### src/flag_bank_pkg.sv
// constants, register map and field layouts of the controller flag bank
package flag_bank_pkg;
	localparam int CLK_PERIOD_NS = 50;
	localparam int MS_NS = 1_000_000;
	localparam int CYC_PER_MS = MS_NS / CLK_PERIOD_NS;
	localparam int TEN_HALF_MS = 5;
	localparam int HUND_HALF_MS = 50;
	localparam int ONE_HALF_MS = 500;
	localparam int SEC_MS = 1000;
	localparam int COPY_MS = 500;
	localparam int ADJ_ROUND_SEC = 30;
	localparam int YEAR_MAX = 99;
	localparam int MONTH_MAX = 12;
	localparam int DAY_MAX = 31;
	localparam int WDAY_MAX = 6;
	localparam int HOUR_MAX = 23;
	localparam int MIN_MAX = 59;
	localparam int SEC_MAX = 59;
	localparam int WORDS = 7;
	localparam int W_YEAR = 0;
	localparam int W_MONTH = 1;
	localparam int W_DAY = 2;
	localparam int W_WDAY = 3;
	localparam int W_HOUR = 4;
	localparam int W_MIN = 5;
	localparam int W_SEC = 6;
	localparam logic [7:0] ADDR_CTRL = 8'h00;
	localparam logic [7:0] ADDR_STATUS = 8'h04;
	localparam logic [7:0] ADDR_INPUTS = 8'h08;
	localparam logic [7:0] ADDR_CMP_A = 8'h0C;
	localparam logic [7:0] ADDR_CMP_B = 8'h10;
	localparam logic [7:0] NEW_BASE = 8'h20;
	localparam logic [7:0] CUR_BASE = 8'h40;
	localparam logic [31:0] CTRL_RST = 32'h0000_0000;

	typedef enum logic [1:0] {BUS_IDLE = 2'b01, BUS_ACK = 2'b10} bus_state_e;

	typedef struct packed {
		logic [9:0] pad_hi;
		logic [5:0] interrupt_edge_select;
		logic pad_mid;
		logic [2:0] client_disconnect_cmd;
		logic [2:0] net_receive_cancel;
		logic one_second_reset;
		logic card_access_stop;
		logic hold_outputs_on_stop;
		logic port3_receive_cancel;
		logic port2_receive_cancel;
		logic clock_adjust_trigger;
		logic datetime_write_trigger;
		logic time_write_trigger;
		logic date_write_trigger;
	} ctrl_s;

	typedef struct packed {
		logic [14:0] pad_hi;
		logic compare_less;
		logic compare_equal;
		logic compare_greater;
		logic timer_interrupt_status;
		logic in_operation;
		logic ten_ms_square;
		logic hundred_ms_square;
		logic one_second_square;
		logic initialize_pulse;
		logic card_writing;
		logic card_present;
		logic block_move_busy;
		logic time_read_error;
		logic time_write_error;
		logic [2:0] remote_slave_error;
	} status_s;
endpackage : flag_bank_pkg

### src/controller_system_flag_bank.sv
// controller system flag bank with avalon-mm register access
// What this block does
// - one error flag per remote slave follows that slave's link error
// - write/adjust error flag sets on failed write, clears on success
// - read error flag sets on failed copy to current words, clears on success
// - date, time or combined trigger loads matching new words into clock
// - adjust zeroes seconds; from 30 up also adds one minute
// - port 2 or port 3 cancel bit rising cancels that port's receives
// - block move busy flag spans the move and survives reset
// - stopped cpu turns outputs off unless hold bit; restart clears hold
// - card present and card writing flags follow card state
// - six interrupt allowed bits, all cleared when inputs disabled
// - card access stop acts on rising edge only
// - per interrupt edge select: one rising, zero falling
// - catch inputs latch level on any edge, once per scan
// - network cancel bit rising cancels receives on that connection
// - connection status bits follow peers; zero without ethernet
// - initialize pulse stands exactly one scan after cpu start
// - one-second square wave, 500 ms on and 500 ms off
// - in-operation bit is on while cpu runs
// - disconnect bit rising drops client connection only, needs ethernet
// - timer interrupt status follows timer interrupt enable
// - compare sets exactly one of greater, equal, less
// - one-second reset bit forces one-second square off
`timescale 1ns/1ps

module half_period_square #(
	parameter int HALF_MS = 5
) (
	input wire logic clk_sys_i,
	input wire logic sys_rst_i,
	input wire logic ms_tick_i,
	input wire logic hold_i,
	output logic square_o
);
	localparam int CW = $clog2(HALF_MS) + 1;
	logic [CW-1:0] cnt_r;

	always_ff @(posedge clk_sys_i)
	begin
		if (sys_rst_i || hold_i)
		begin
			cnt_r <= '0;
			square_o <= 1'b0;
		end
		else if (ms_tick_i)
		begin
			if (cnt_r == CW'(HALF_MS - 1))
			begin
				cnt_r <= '0;
				square_o <= ~square_o;
			end
			else
				cnt_r <= cnt_r + 1'b1;
		end
	end
endmodule : half_period_square

module controller_system_flag_bank #(
	parameter int OUT_W = 16,
	parameter int CMP_W = 16,
	parameter bit HAS_ETHERNET = 1'b1,
	parameter int CYC_PER_MS_P = flag_bank_pkg::CYC_PER_MS
) (
	// clock and reset
	input wire logic clk_sys_i,
	input wire logic sys_rst_i,
	// avalon-mm slave
	input wire logic [7:0] avs_address_i,
	input wire logic avs_read_i,
	input wire logic avs_write_i,
	input wire logic [31:0] avs_writedata_i,
	output logic [31:0] avs_readdata_o,
	output logic avs_waitrequest_o,
	// cpu state and scan
	input wire logic cpu_run_i,
	input wire logic scan_end_i,
	// status sources
	input wire logic [2:0] remote_link_error_i,
	input wire logic clock_read_fault_i,
	input wire logic block_move_start_i,
	input wire logic block_move_done_i,
	input wire logic card_inserted_i,
	input wire logic card_logging_i,
	input wire logic [5:0] int_enable_i,
	input wire logic int_inputs_disabled_i,
	input wire logic timer_int_enable_i,
	input wire logic [5:0] irq_pins_i,
	input wire logic [5:0] catch_pins_i,
	input wire logic [2:0] net_connected_i,
	input wire logic [2:0] net_client_mode_i,
	input wire logic [OUT_W-1:0] user_outputs_i,
	// actions
	output logic [OUT_W-1:0] plant_outputs_o,
	output logic [5:0] irq_event_o,
	output logic port2_cancel_o,
	output logic port3_cancel_o,
	output logic [2:0] net_cancel_o,
	output logic [2:0] client_drop_o,
	output logic card_stop_o
);
	import flag_bank_pkg::*;

	localparam int DIV_W = $clog2(CYC_PER_MS_P);
	if (CYC_PER_MS_P < 2 || OUT_W < 1 || CMP_W < 1 || CMP_W > 32)
		$error("flag bank parameters out of range");

	bus_state_e bus_r;
	ctrl_s ctrl_r, ctrl_nxt, prev_r, rise;
	status_s st;
	logic [DIV_W-1:0] ms_div_r;
	logic ms_tick_r;
	logic [9:0] ms_in_sec_r;
	logic one_sq, hund_sq, ten_sq;
	logic [7:0] rtc_r [WORDS];
	logic [7:0] rtc_nxt [WORDS];
	logic [7:0] nw_r [WORDS];
	logic [7:0] cur_r [WORDS];
	logic [2:0] remote_r;
	logic tw_err_r, tw_err_nxt, tr_err_r;
	logic busy_r = 1'b0;
	logic card_pr_r, card_wr_r, run_prev_r, init_r, inop_r, timer_r;
	logic [5:0] allowed_r, irq_prev_r, catch_prev_r, caught_r, catch_r;
	logic [2:0] conn_r;
	logic [CMP_W-1:0] cmp_a_r;
	logic greater_r, equal_r, less_r;
	logic [31:0] rdata_r;

	// bus decode
	wire req = avs_read_i | avs_write_i;
	wire accept = (bus_r == BUS_ACK);
	wire wr_go = accept & avs_write_i;
	wire aligned = (avs_address_i[1:0] == 2'b00);
	wire [2:0] widx = avs_address_i[4:2];
	wire win_ok = aligned & (widx < 3'(WORDS));
	wire hit_new = win_ok & (avs_address_i[7:5] == NEW_BASE[7:5]);
	wire hit_cur = win_ok & (avs_address_i[7:5] == CUR_BASE[7:5]);
	wire wr_ctrl = wr_go & (avs_address_i == ADDR_CTRL);
	wire wr_cmp_a = wr_go & (avs_address_i == ADDR_CMP_A);
	wire wr_cmp_b = wr_go & (avs_address_i == ADDR_CMP_B);
	wire wr_new = wr_go & hit_new;
	wire [31:0] inputs_word = {13'h0000, conn_r, 2'b00, catch_r, 2'b00, allowed_r};
	wire [31:0] rdata_sel =
		(avs_address_i == ADDR_CTRL) ? 32'(ctrl_r) :
		(avs_address_i == ADDR_STATUS) ? 32'(st) :
		(avs_address_i == ADDR_INPUTS) ? inputs_word :
		(avs_address_i == ADDR_CMP_A) ? 32'(cmp_a_r) :
		hit_cur ? {24'h000000, cur_r[widx]} : 32'h0000_0000;

	always_ff @(posedge clk_sys_i)
	begin
		if (sys_rst_i)
			bus_r <= BUS_IDLE;
		else
			case (bus_r)
				BUS_IDLE: bus_r <= req ? BUS_ACK : BUS_IDLE;
				BUS_ACK: bus_r <= BUS_IDLE;
				default: bus_r <= BUS_IDLE;
			endcase
	end

	always_ff @(posedge clk_sys_i)
	begin
		if (sys_rst_i)
			rdata_r <= 32'h0000_0000;
		else if (bus_r == BUS_IDLE && avs_read_i)
			rdata_r <= rdata_sel;
	end

	assign avs_readdata_o = rdata_r;
	// idle bit of the one-hot state doubles as waitrequest, straight from the flop
	assign avs_waitrequest_o = bus_r[0];

	// command edges and control register
	wire run_rise = cpu_run_i & ~run_prev_r;
	assign rise = ctrl_r & ~prev_r;

	always_comb
	begin
		ctrl_nxt = ctrl_r;
		if (run_rise)
			ctrl_nxt.hold_outputs_on_stop = 1'b0;
		if (wr_ctrl)
			ctrl_nxt = ctrl_s'(avs_writedata_i);
		ctrl_nxt.pad_hi = '0;
		ctrl_nxt.pad_mid = 1'b0;
	end

	always_ff @(posedge clk_sys_i)
	begin
		if (sys_rst_i)
		begin
			ctrl_r <= ctrl_s'(CTRL_RST);
			prev_r <= ctrl_s'(CTRL_RST);
		end
		else
		begin
			ctrl_r <= ctrl_nxt;
			prev_r <= ctrl_r;
		end
	end

	// millisecond base and square waves
	always_ff @(posedge clk_sys_i)
	begin
		if (sys_rst_i || ms_div_r == DIV_W'(CYC_PER_MS_P - 1))
			ms_div_r <= '0;
		else
			ms_div_r <= ms_div_r + 1'b1;
		ms_tick_r <= ~sys_rst_i & (ms_div_r == DIV_W'(CYC_PER_MS_P - 1));
	end

	always_ff @(posedge clk_sys_i)
	begin
		if (sys_rst_i || (ms_tick_r && ms_in_sec_r == 10'(SEC_MS - 1)))
			ms_in_sec_r <= '0;
		else if (ms_tick_r)
			ms_in_sec_r <= ms_in_sec_r + 1'b1;
	end

	half_period_square #(.HALF_MS(ONE_HALF_MS)) u_one_sq (
		.clk_sys_i(clk_sys_i), .sys_rst_i(sys_rst_i), .ms_tick_i(ms_tick_r),
		.hold_i(ctrl_r.one_second_reset), .square_o(one_sq));
	half_period_square #(.HALF_MS(HUND_HALF_MS)) u_hund_sq (
		.clk_sys_i(clk_sys_i), .sys_rst_i(sys_rst_i), .ms_tick_i(ms_tick_r),
		.hold_i(1'b0), .square_o(hund_sq));
	half_period_square #(.HALF_MS(TEN_HALF_MS)) u_ten_sq (
		.clk_sys_i(clk_sys_i), .sys_rst_i(sys_rst_i), .ms_tick_i(ms_tick_r),
		.hold_i(1'b0), .square_o(ten_sq));

	// calendar clock
	wire sec_tick = ms_tick_r & (ms_in_sec_r == 10'(SEC_MS - 1));
	wire copy_tick = ms_tick_r & ((ms_in_sec_r == 10'(COPY_MS - 1)) | sec_tick);
	wire load_date = rise.date_write_trigger | rise.datetime_write_trigger;
	wire load_time = rise.time_write_trigger | rise.datetime_write_trigger;
	wire date_ok = (nw_r[W_YEAR] <= 8'(YEAR_MAX)) & (nw_r[W_MONTH] != 8'h00) &
		(nw_r[W_MONTH] <= 8'(MONTH_MAX)) & (nw_r[W_DAY] != 8'h00) &
		(nw_r[W_DAY] <= 8'(DAY_MAX)) & (nw_r[W_WDAY] <= 8'(WDAY_MAX));
	wire time_ok = (nw_r[W_HOUR] <= 8'(HOUR_MAX)) & (nw_r[W_MIN] <= 8'(MIN_MAX)) &
		(nw_r[W_SEC] <= 8'(SEC_MAX));
	wire write_ok = (~load_date | date_ok) & (~load_time | time_ok);
	wire min_wrap = (rtc_r[W_MIN] == 8'(MIN_MAX));
	wire [7:0] min_up = min_wrap ? 8'h00 : 8'(rtc_r[W_MIN] + 8'h01);
	wire [7:0] hour_up = ~min_wrap ? rtc_r[W_HOUR] :
		(rtc_r[W_HOUR] == 8'(HOUR_MAX)) ? 8'h00 : 8'(rtc_r[W_HOUR] + 8'h01);

	always_comb
	begin
		rtc_nxt = rtc_r;
		tw_err_nxt = tw_err_r;
		if (load_date || load_time)
		begin
			tw_err_nxt = ~write_ok;
			for (int i = 0; i < WORDS; i++)
				if (write_ok && ((i <= W_WDAY) ? load_date : load_time))
					rtc_nxt[i] = nw_r[i];
		end
		else if (rise.clock_adjust_trigger)
		begin
			tw_err_nxt = 1'b0;
			rtc_nxt[W_SEC] = 8'h00;
			if (rtc_r[W_SEC] >= 8'(ADJ_ROUND_SEC))
			begin
				rtc_nxt[W_MIN] = min_up;
				rtc_nxt[W_HOUR] = hour_up;
			end
		end
		else if (sec_tick)
		begin
			if (rtc_r[W_SEC] == 8'(SEC_MAX))
			begin
				rtc_nxt[W_SEC] = 8'h00;
				rtc_nxt[W_MIN] = min_up;
				rtc_nxt[W_HOUR] = hour_up;
			end
			else
				rtc_nxt[W_SEC] = 8'(rtc_r[W_SEC] + 8'h01);
		end
	end

	always_ff @(posedge clk_sys_i)
	begin
		if (sys_rst_i)
		begin
			for (int i = 0; i < WORDS; i++)
			begin
				rtc_r[i] <= (i == W_MONTH || i == W_DAY) ? 8'h01 : 8'h00;
				nw_r[i] <= 8'h00;
				cur_r[i] <= 8'h00;
			end
			tw_err_r <= 1'b0;
			tr_err_r <= 1'b0;
		end
		else
		begin
			rtc_r <= rtc_nxt;
			tw_err_r <= tw_err_nxt;
			if (wr_new)
				nw_r[widx] <= avs_writedata_i[7:0];
			if (copy_tick)
			begin
				tr_err_r <= clock_read_fault_i;
				if (!clock_read_fault_i)
					cur_r <= rtc_r;
			end
		end
	end

	// block move busy is battery backed, so reset leaves it alone
	always_ff @(posedge clk_sys_i)
	begin
		if (block_move_start_i)
			busy_r <= 1'b1;
		else if (block_move_done_i)
			busy_r <= 1'b0;
	end

	// live status, cpu state, outputs
	wire [5:0] irq_rise = irq_pins_i & ~irq_prev_r;
	wire [5:0] irq_fall = ~irq_pins_i & irq_prev_r;
	wire [5:0] catch_take = (catch_pins_i ^ catch_prev_r) & ~caught_r;
	wire eth = HAS_ETHERNET;

	always_ff @(posedge clk_sys_i)
	begin
		if (sys_rst_i)
		begin
			{remote_r, card_pr_r, card_wr_r, timer_r, run_prev_r, inop_r, init_r} <= '0;
			{allowed_r, irq_prev_r, irq_event_o, conn_r} <= '0;
			{catch_prev_r, caught_r, catch_r} <= '0;
			{port2_cancel_o, port3_cancel_o, net_cancel_o, client_drop_o, card_stop_o} <= '0;
			plant_outputs_o <= '0;
		end
		else
		begin
			remote_r <= remote_link_error_i;
			card_pr_r <= card_inserted_i;
			card_wr_r <= card_logging_i;
			timer_r <= timer_int_enable_i;
			run_prev_r <= cpu_run_i;
			inop_r <= cpu_run_i;
			if (run_rise)
				init_r <= 1'b1;
			else if (scan_end_i || !cpu_run_i)
				init_r <= 1'b0;
			allowed_r <= int_enable_i & {6{~int_inputs_disabled_i}};
			irq_prev_r <= irq_pins_i;
			irq_event_o <= allowed_r & ((ctrl_r.interrupt_edge_select & irq_rise) |
				(~ctrl_r.interrupt_edge_select & irq_fall));
			conn_r <= net_connected_i & {3{eth}};
			catch_prev_r <= catch_pins_i;
			catch_r <= (catch_r & ~catch_take) | (catch_pins_i & catch_take);
			caught_r <= (caught_r & ~{6{scan_end_i}}) | catch_take;
			port2_cancel_o <= rise.port2_receive_cancel;
			port3_cancel_o <= rise.port3_receive_cancel;
			net_cancel_o <= rise.net_receive_cancel;
			client_drop_o <= rise.client_disconnect_cmd & net_client_mode_i & {3{eth}};
			card_stop_o <= rise.card_access_stop;
			if (cpu_run_i)
				plant_outputs_o <= user_outputs_i;
			else if (!ctrl_r.hold_outputs_on_stop)
				plant_outputs_o <= '0;
		end
	end

	// compare on write of the second operand
	always_ff @(posedge clk_sys_i)
	begin
		if (sys_rst_i)
			{cmp_a_r, greater_r, equal_r, less_r} <= '0;
		else if (wr_cmp_a)
			cmp_a_r <= avs_writedata_i[CMP_W-1:0];
		else if (wr_cmp_b)
		begin
			greater_r <= cmp_a_r > avs_writedata_i[CMP_W-1:0];
			equal_r <= cmp_a_r == avs_writedata_i[CMP_W-1:0];
			less_r <= cmp_a_r < avs_writedata_i[CMP_W-1:0];
		end
	end

	always_comb
	begin
		st = '0;
		st.remote_slave_error = remote_r;
		st.time_write_error = tw_err_r;
		st.time_read_error = tr_err_r;
		st.block_move_busy = busy_r;
		st.card_present = card_pr_r;
		st.card_writing = card_wr_r;
		st.initialize_pulse = init_r;
		st.one_second_square = one_sq;
		st.hundred_ms_square = hund_sq;
		st.ten_ms_square = ten_sq;
		st.in_operation = inop_r;
		st.timer_interrupt_status = timer_r;
		st.compare_greater = greater_r;
		st.compare_equal = equal_r;
		st.compare_less = less_r;
	end
endmodule : controller_system_flag_bank

### config.mk
export PLATFORM = sky130hd
export DESIGN_NAME = controller_system_flag_bank
export DESIGN_NICKNAME = d
export VERILOG_FILES = /design/src/flag_bank_pkg.sv /design/src/controller_system_flag_bank.sv
export SDC_FILE = /design/constraint.sdc
export NUM_CORES = 1
export LEC_CHECK = 0
export BUFFER_PORTS_ARGS = -buffer_cell sky130_fd_sc_hd__clkbuf_2
export CORE_MARGIN = 8
export CORE_UTILIZATION = 60
export CTS_BUF_LIST = sky130_fd_sc_hd__clkbuf_8
export DETAILED_ROUTE_END_ITERATION = 16
export MAX_ROUTING_LAYER = met4
export PLACE_DENSITY = 0.81
export RECOVER_POWER = 100
export SYNTH_ARGS = -nofsm -noshare
export SYNTH_HDL_FRONTEND = slang
export SYNTH_SLANG_ARGS = --single-unit
### constraint.sdc
create_clock -name clk_sys_i -period 2.55 [get_ports clk_sys_i]
set_input_delay 0.1275 -clock clk_sys_i [delete_from_list [all_inputs] [get_ports clk_sys_i]]
set_output_delay 0.1275 -clock clk_sys_i [all_outputs]
set_load 0.01 [all_outputs]
After elaboration in Yosys (flattened, before gate mapping)
Memory sizes are Yosys's and may differ from the RTL's.
Index checks and enable logic that the tools add are counted.
{"block": "word_totals", "n_memories": 1, "ff_bits": 326, "out_inout_bits": 64, "input_bits": 96, "ram_bits": 56, "wordCells": 247}
{"block": "op_classes", "n_lt_le_gt_ge": 12, "mux": 40, "eq_ne": 21, "bitwise_logic": 62, "n_addsub": 8, "n_reduce_logical": 29}
{"name": "nw_r", "words": 7, "width": 8, "rd": 7, "rd_clocked_by_memory_dff": 0, "wr": 7, "line": "controller_system_flag_bank.sv:117", "rtl": "logic [7:0] nw_r [WORDS];"}
{"cell": "8-bit two-way mux", "count": 11}
{"cell": "16-bit two-way mux", "count": 5}
{"cell": "24-bit two-way mux", "count": 3}
{"cell": "6-bit bitwise AND", "count": 10}
{"cell": "19-bit two-way mux", "count": 2}
{"cell": "6-bit NOT", "count": 6}
{"cell": "32-bit two-way mux", "count": 1}
{"cell": "8-bit by 1-bit adder with 8-bit output, second input constant", "count": 3}
{"cell": "8-bit binary-select mux with 3-bit select", "count": 1}
{"cell": "10-bit by 1-bit adder with 10-bit output, second input constant", "count": 2}
{"cell": "1-bit bitwise AND", "count": 20}
{"cell": "10-bit by 9-bit == test with 1-bit output, second input constant", "count": 2}
{"cell": "6-bit OR", "count": 3}
{"cell": "16-bit == test", "count": 1}
{"cell": "8-bit by 4-bit == test with 1-bit output, second input constant", "count": 2}
{"cell": "8-bit by 5-bit == test with 1-bit output, second input constant", "count": 2}
{"cell": "8-bit by 6-bit == test with 1-bit output, second input constant", "count": 2}
{"cell": "16-bit > comparator", "count": 1}
{"cell": "8-bit by 5-bit <= comparator with 1-bit output, second input constant", "count": 2}
{"cell": "8-bit by 6-bit <= comparator with 1-bit output, second input constant", "count": 2}
{"cell": "16-bit less-than comparator", "count": 1}
{"cell": "8-bit nonzero test", "count": 2}
{"cell": "15-bit by 1-bit adder with 15-bit output, second input constant", "count": 1}
{"cell": "15-bit bitwise AND", "count": 1}
{"cell": "43 further kinds", "count": 86}

Depth between registers and ports, before layout
An unclocked memory read counts as a cell.
{"block": "logic_depth", "ltp_word": 12, "depth_mapped": 9, "ltp_nobuf": 8}

Cells and area by module
Synthesis repeated with hierarchy kept, for this count alone.
{"block": "unflattened", "hier_cells": 1670, "hier_area_um2": 15523.6}
{"mod": "controller_system_flag_bank", "n_inst": 1, "seq_area_each_um2": 7407.1, "area_per_inst_um2": 14428.8, "cells_each": 1553}
{"mod": "half_period_square (u_one_sq)", "n_inst": 1, "seq_area_each_um2": 220.2, "area_per_inst_um2": 501.7, "cells_each": 53}
{"mod": "half_period_square (u_hund_sq)", "n_inst": 1, "seq_area_each_um2": 160.2, "area_per_inst_um2": 356.6, "cells_each": 40}
{"mod": "half_period_square (u_ten_sq)", "n_inst": 1, "seq_area_each_um2": 100.1, "area_per_inst_um2": 236.5, "cells_each": 24}

Least setup slack after synthesis
OpenSTA, ideal clock, no wires.
{"block": "synth_path", "path_type": "register to register", "from": "reg bus_r[0]", "to": "mem nw_r[0][0] (enable)", "path_buffers": 1, "setup_time_ns": 0.387, "required_ns": 2.163, "t_arrival_ns": 2.031, "slack_ns": 0.132, "synth_period_minus_slack_ns": 2.418, "path_stages_with_launch": 7, "cell_sequence": "dfxtp_1 > nand3b_1 > a2111oi_2 > and2_1 > nand2b_1 > buf_2 > o31ai_1"}
{"element": "start, declared", "line": "controller_system_flag_bank.sv:108", "rtl": "bus_state_e bus_r;"}
{"element": "start signal, assigned", "line": "controller_system_flag_bank.sv:156", "rtl": "BUS_IDLE: bus_r <= req ? BUS_ACK : BUS_IDLE;"}
{"element": "end, declared", "line": "controller_system_flag_bank.sv:117"}

==> qor.csv <==
metric,value,unit
crit_buf_inv,0,
critPathRequiredTime,2.82,ns
synthAdderAreaFrac,2.18,%
antenna_found_initial,1,
dieHeight,177,um
busiest_layer,met2,
peakVddDrop,0.518,mV
status,completed,
postCtsSetupBuffers,0,
setup_ws,0.219,ns
min_path_type,in2reg,
maxSlewHeadroom,0.384,%
path_cells,nand3b_1 > a2111oi_2 > and2_0 > nand2b_1 > nor2b_2 > or2_2,
synth-simple-area-share,21.8,%
syn_inst,1681,
hold_viol_final,0,
period_share,91.4,%
arrival,2.60,ns
netlist_area,15500,sq um
dr.pass1.iters,6,
use_met1,32.7,%
endpoint_kind,flop,
netlist_top_cells_count,"dfxtp_1 (322), nand2_1 (272), a21oi_1 (174)",
post_synth_mux_area_share,4.26,%
reg2reg_slack,0.22,ns
fin_skew,0.0191,ns
fin_total_pwr,11.4,mW
critPathLaunch,bus_r[0],
ys_seq_elements,370,
path_max_fanout,9,
drive_gt1_share,12.2,%
gp_congestion,0.955,
hold_ws,0.0536,ns
synth_cell_types,79,
r2r-end,nw_r[2][5],
numPortBuffers,139,
yosys.area.top_type,dfxtp_1,
max_cap_violations,0,
drc,0,
max_freq,0.429,GHz
synth_top_family_by_area,simple AND/OR/NAND/NOR gates,
worst_pin_slew,1.49,ns
num_rows,59,
worstSetupPathType,reg2reg,
wirelength,42600,um
cts_tree,built,
grt_pass1_wl,68700,um
synth-xor-area-share,2.60,%
final-setup-viol-count,0,
die-area,31200,sq um
drt-initial-drc-count,1191,
dp_hpwl,26900,um
gr-usage-met2,45.0,%
drv_slew,0,
htree_levels,2,
async_flop_share,0,%
start_util,60.3,%
critPathSlowestCell,a2111oi_2,
reg2reg_from,bus_r[0],
via_per_inst,5.85,
grt_max_degree,134,
fillCellCount,1864,
post-place-ws,0.220,ns
critical_path.max_stage_delay,0.45,ns
cts_sinks,370,
post_drt_wl_per_cell,18.7,um
synth_flop_cell,dfxtp_1,
syn_area_per_cell,9.21,sq um
nets,2026,
ys_seq_area_share,50.9,%
synth_top_area_share,41.6,%
stdcell_area,18300,sq um
numCtsBuffers,56,
coreArea,25700,sq um
root_buffer,clkbuf_8,
leakagePower,6.94,nW
synthMostInstantiatedCell,dfxtp_1,
vias,13300,
critical_path_depth,6,
grt.total_usage,27.6,%
synth_area_leaders,"dfxtp_1 (42%), edfxtp_1 (9.3%), nand2_1 (6.6%)",
grt_pass1_vias,13500,
die_w,177,um
reg2regPathDepth,6,
period_minus_slack,2.33,ns
synth_compound_area_share,13.9,%
crit_family,simple AND/OR/NAND/NOR gates,
grt_overflow,0,
syn_to_final_growth,18.0,%
clock_path_buffers,3,
synth_warnings,0,
critPathLaunchType,flop,
ios,160,
synth_edf_count,48,
ant_nets,0,
p_per_area,625,nW/um^2
grtUsageMet3,6.02,%
clk_pin_slew_worst_paths,0.06,ns
worstSkewPairLatency,0.59,ns
rsz0062_at_grt,false,
tns,0,ns
crit_path_end,nw_r[2][5],
placed_area,16500,sq um
[registers in the layout, summed over array words and instances (netlist names), 7 cells and up, named ones only]
signal           flops
u_hund_sq.cnt_r      7
rtc_r               56
u_one_sq.cnt_r      10
avs_readdata_o      22
plant_outputs_o     16
prev_r              13
ms_in_sec_r         10
nw_r                56
cmp_a_r             16
cur_r               56
ms_div_r            15
ctrl_r              21
[worst min-delay path by stage]
stage	start	end	slack, ns	cells past startpoint
6_report	avs_writedata_i[5]	cmp_a_r[5]	0.05	4
5_1_grt	avs_writedata_i[5]	ctrl_r[5]	0.04	4
4_1_cts	avs_writedata_i[5]	cmp_a_r[5]	0.03	4
3_5_place_dp	block_move_start_i	busy_r	0.31	2
3_3_place_gp	block_move_start_i	busy_r	0.30	2
2_1_floorplan	block_move_start_i	busy_r	0.21	1
[area by class of cell]
cell class / instances / area, sq um / area share [%]
Antenna cell: 1 / 2.50 / 0.0137
Clock buffer: 71 / 977 / 5.35
Clock inverter: 29 / 120 / 0.657
Inverter: 42 / 158 / 0.863
Multi-Input combinational cell: 1169 / 6940 / 38.0
Sequential cell: 370 / 7890 / 43.2
Tap cell: 335 / 419 / 2.29
Timing Repair Buffer: 264 / 1770 / 9.68
[metrics by stage]
step | instances | utilization (%)
final | 2281 | 71.1
after global routing | 2281 | 71.1
after CTS | 2280 | 71.7
after detailed placement | 2099 | 64.3
after global placement | 2099 | 64.3
after floorplan | 1690 | -
[power by group]
| group | internal, mW | switching (mW) |
|---|---|---|
| clock network | 2.49 | 2.23 |
| logic | 0.260 | 0.389 |
| registers | 6.00 | 0.0688 |
| total | 8.74 | 2.69 |
[cells in the final DEF, fill, tap and decap left out, types with 20 or more instances in the layout]
cell type      Yosys  layout
nor2_1           114     114
inv_1             42      61
a22oi_1           20      20
nand3_1           36      36
dfxtp_1          322     322
dlygate4sd3_1      0      81
buf_4             12      29
edfxtp_1          48      48
clkbuf_8           0      71
a21oi_1          174     174
clkbuf_2           0      82
xor2_1            30      30
mux2i_1           39      39
nor3_1            33      33
and3_1            43      42
o21ai_0           50      50
nor2b_1           56      56
ha_1              27      27
clkbuf_1          67      67
nand2_1          272     272
[per-layer routing]
| metal | vias up | share of wire [%] |
|---|---|---|
| met1 | 6305 | 40 |
| li1 | 6276 | - |
| met2 | 623 | 48 |
| met3 | 137 | 8.4 |
| met5 | - | 0 |
| met4 | 0 | 4.0 |
[worst min-delay path, stage by stage]
cell and delay [ns]:
clkbuf_2 0.14, buf_4 0.19, nand2_1 0.06, a21oi_1 0.06
[kinds of logic after synthesis]
| family | count (synthesis) |
|---|---|
| AND/OR/NAND/NOR | 688 |
| AO/OA/AOI/OAI | 343 |
| buffers and inverters | 151 |
| multiplexers | 55 |
| adder cells (fa/ha/maj) | 27 |
| other | 1 |
| flip-flops | 370 |
| XOR/XNOR | 46 |
[what timing repair did]
action	CTS	global route
endpoints found under the setup margin	0	1
hold buffers	81	0
gates resized for setup	0	1
endpoints found under the hold margin	112	0
Power figures use the tool's default switching activity.
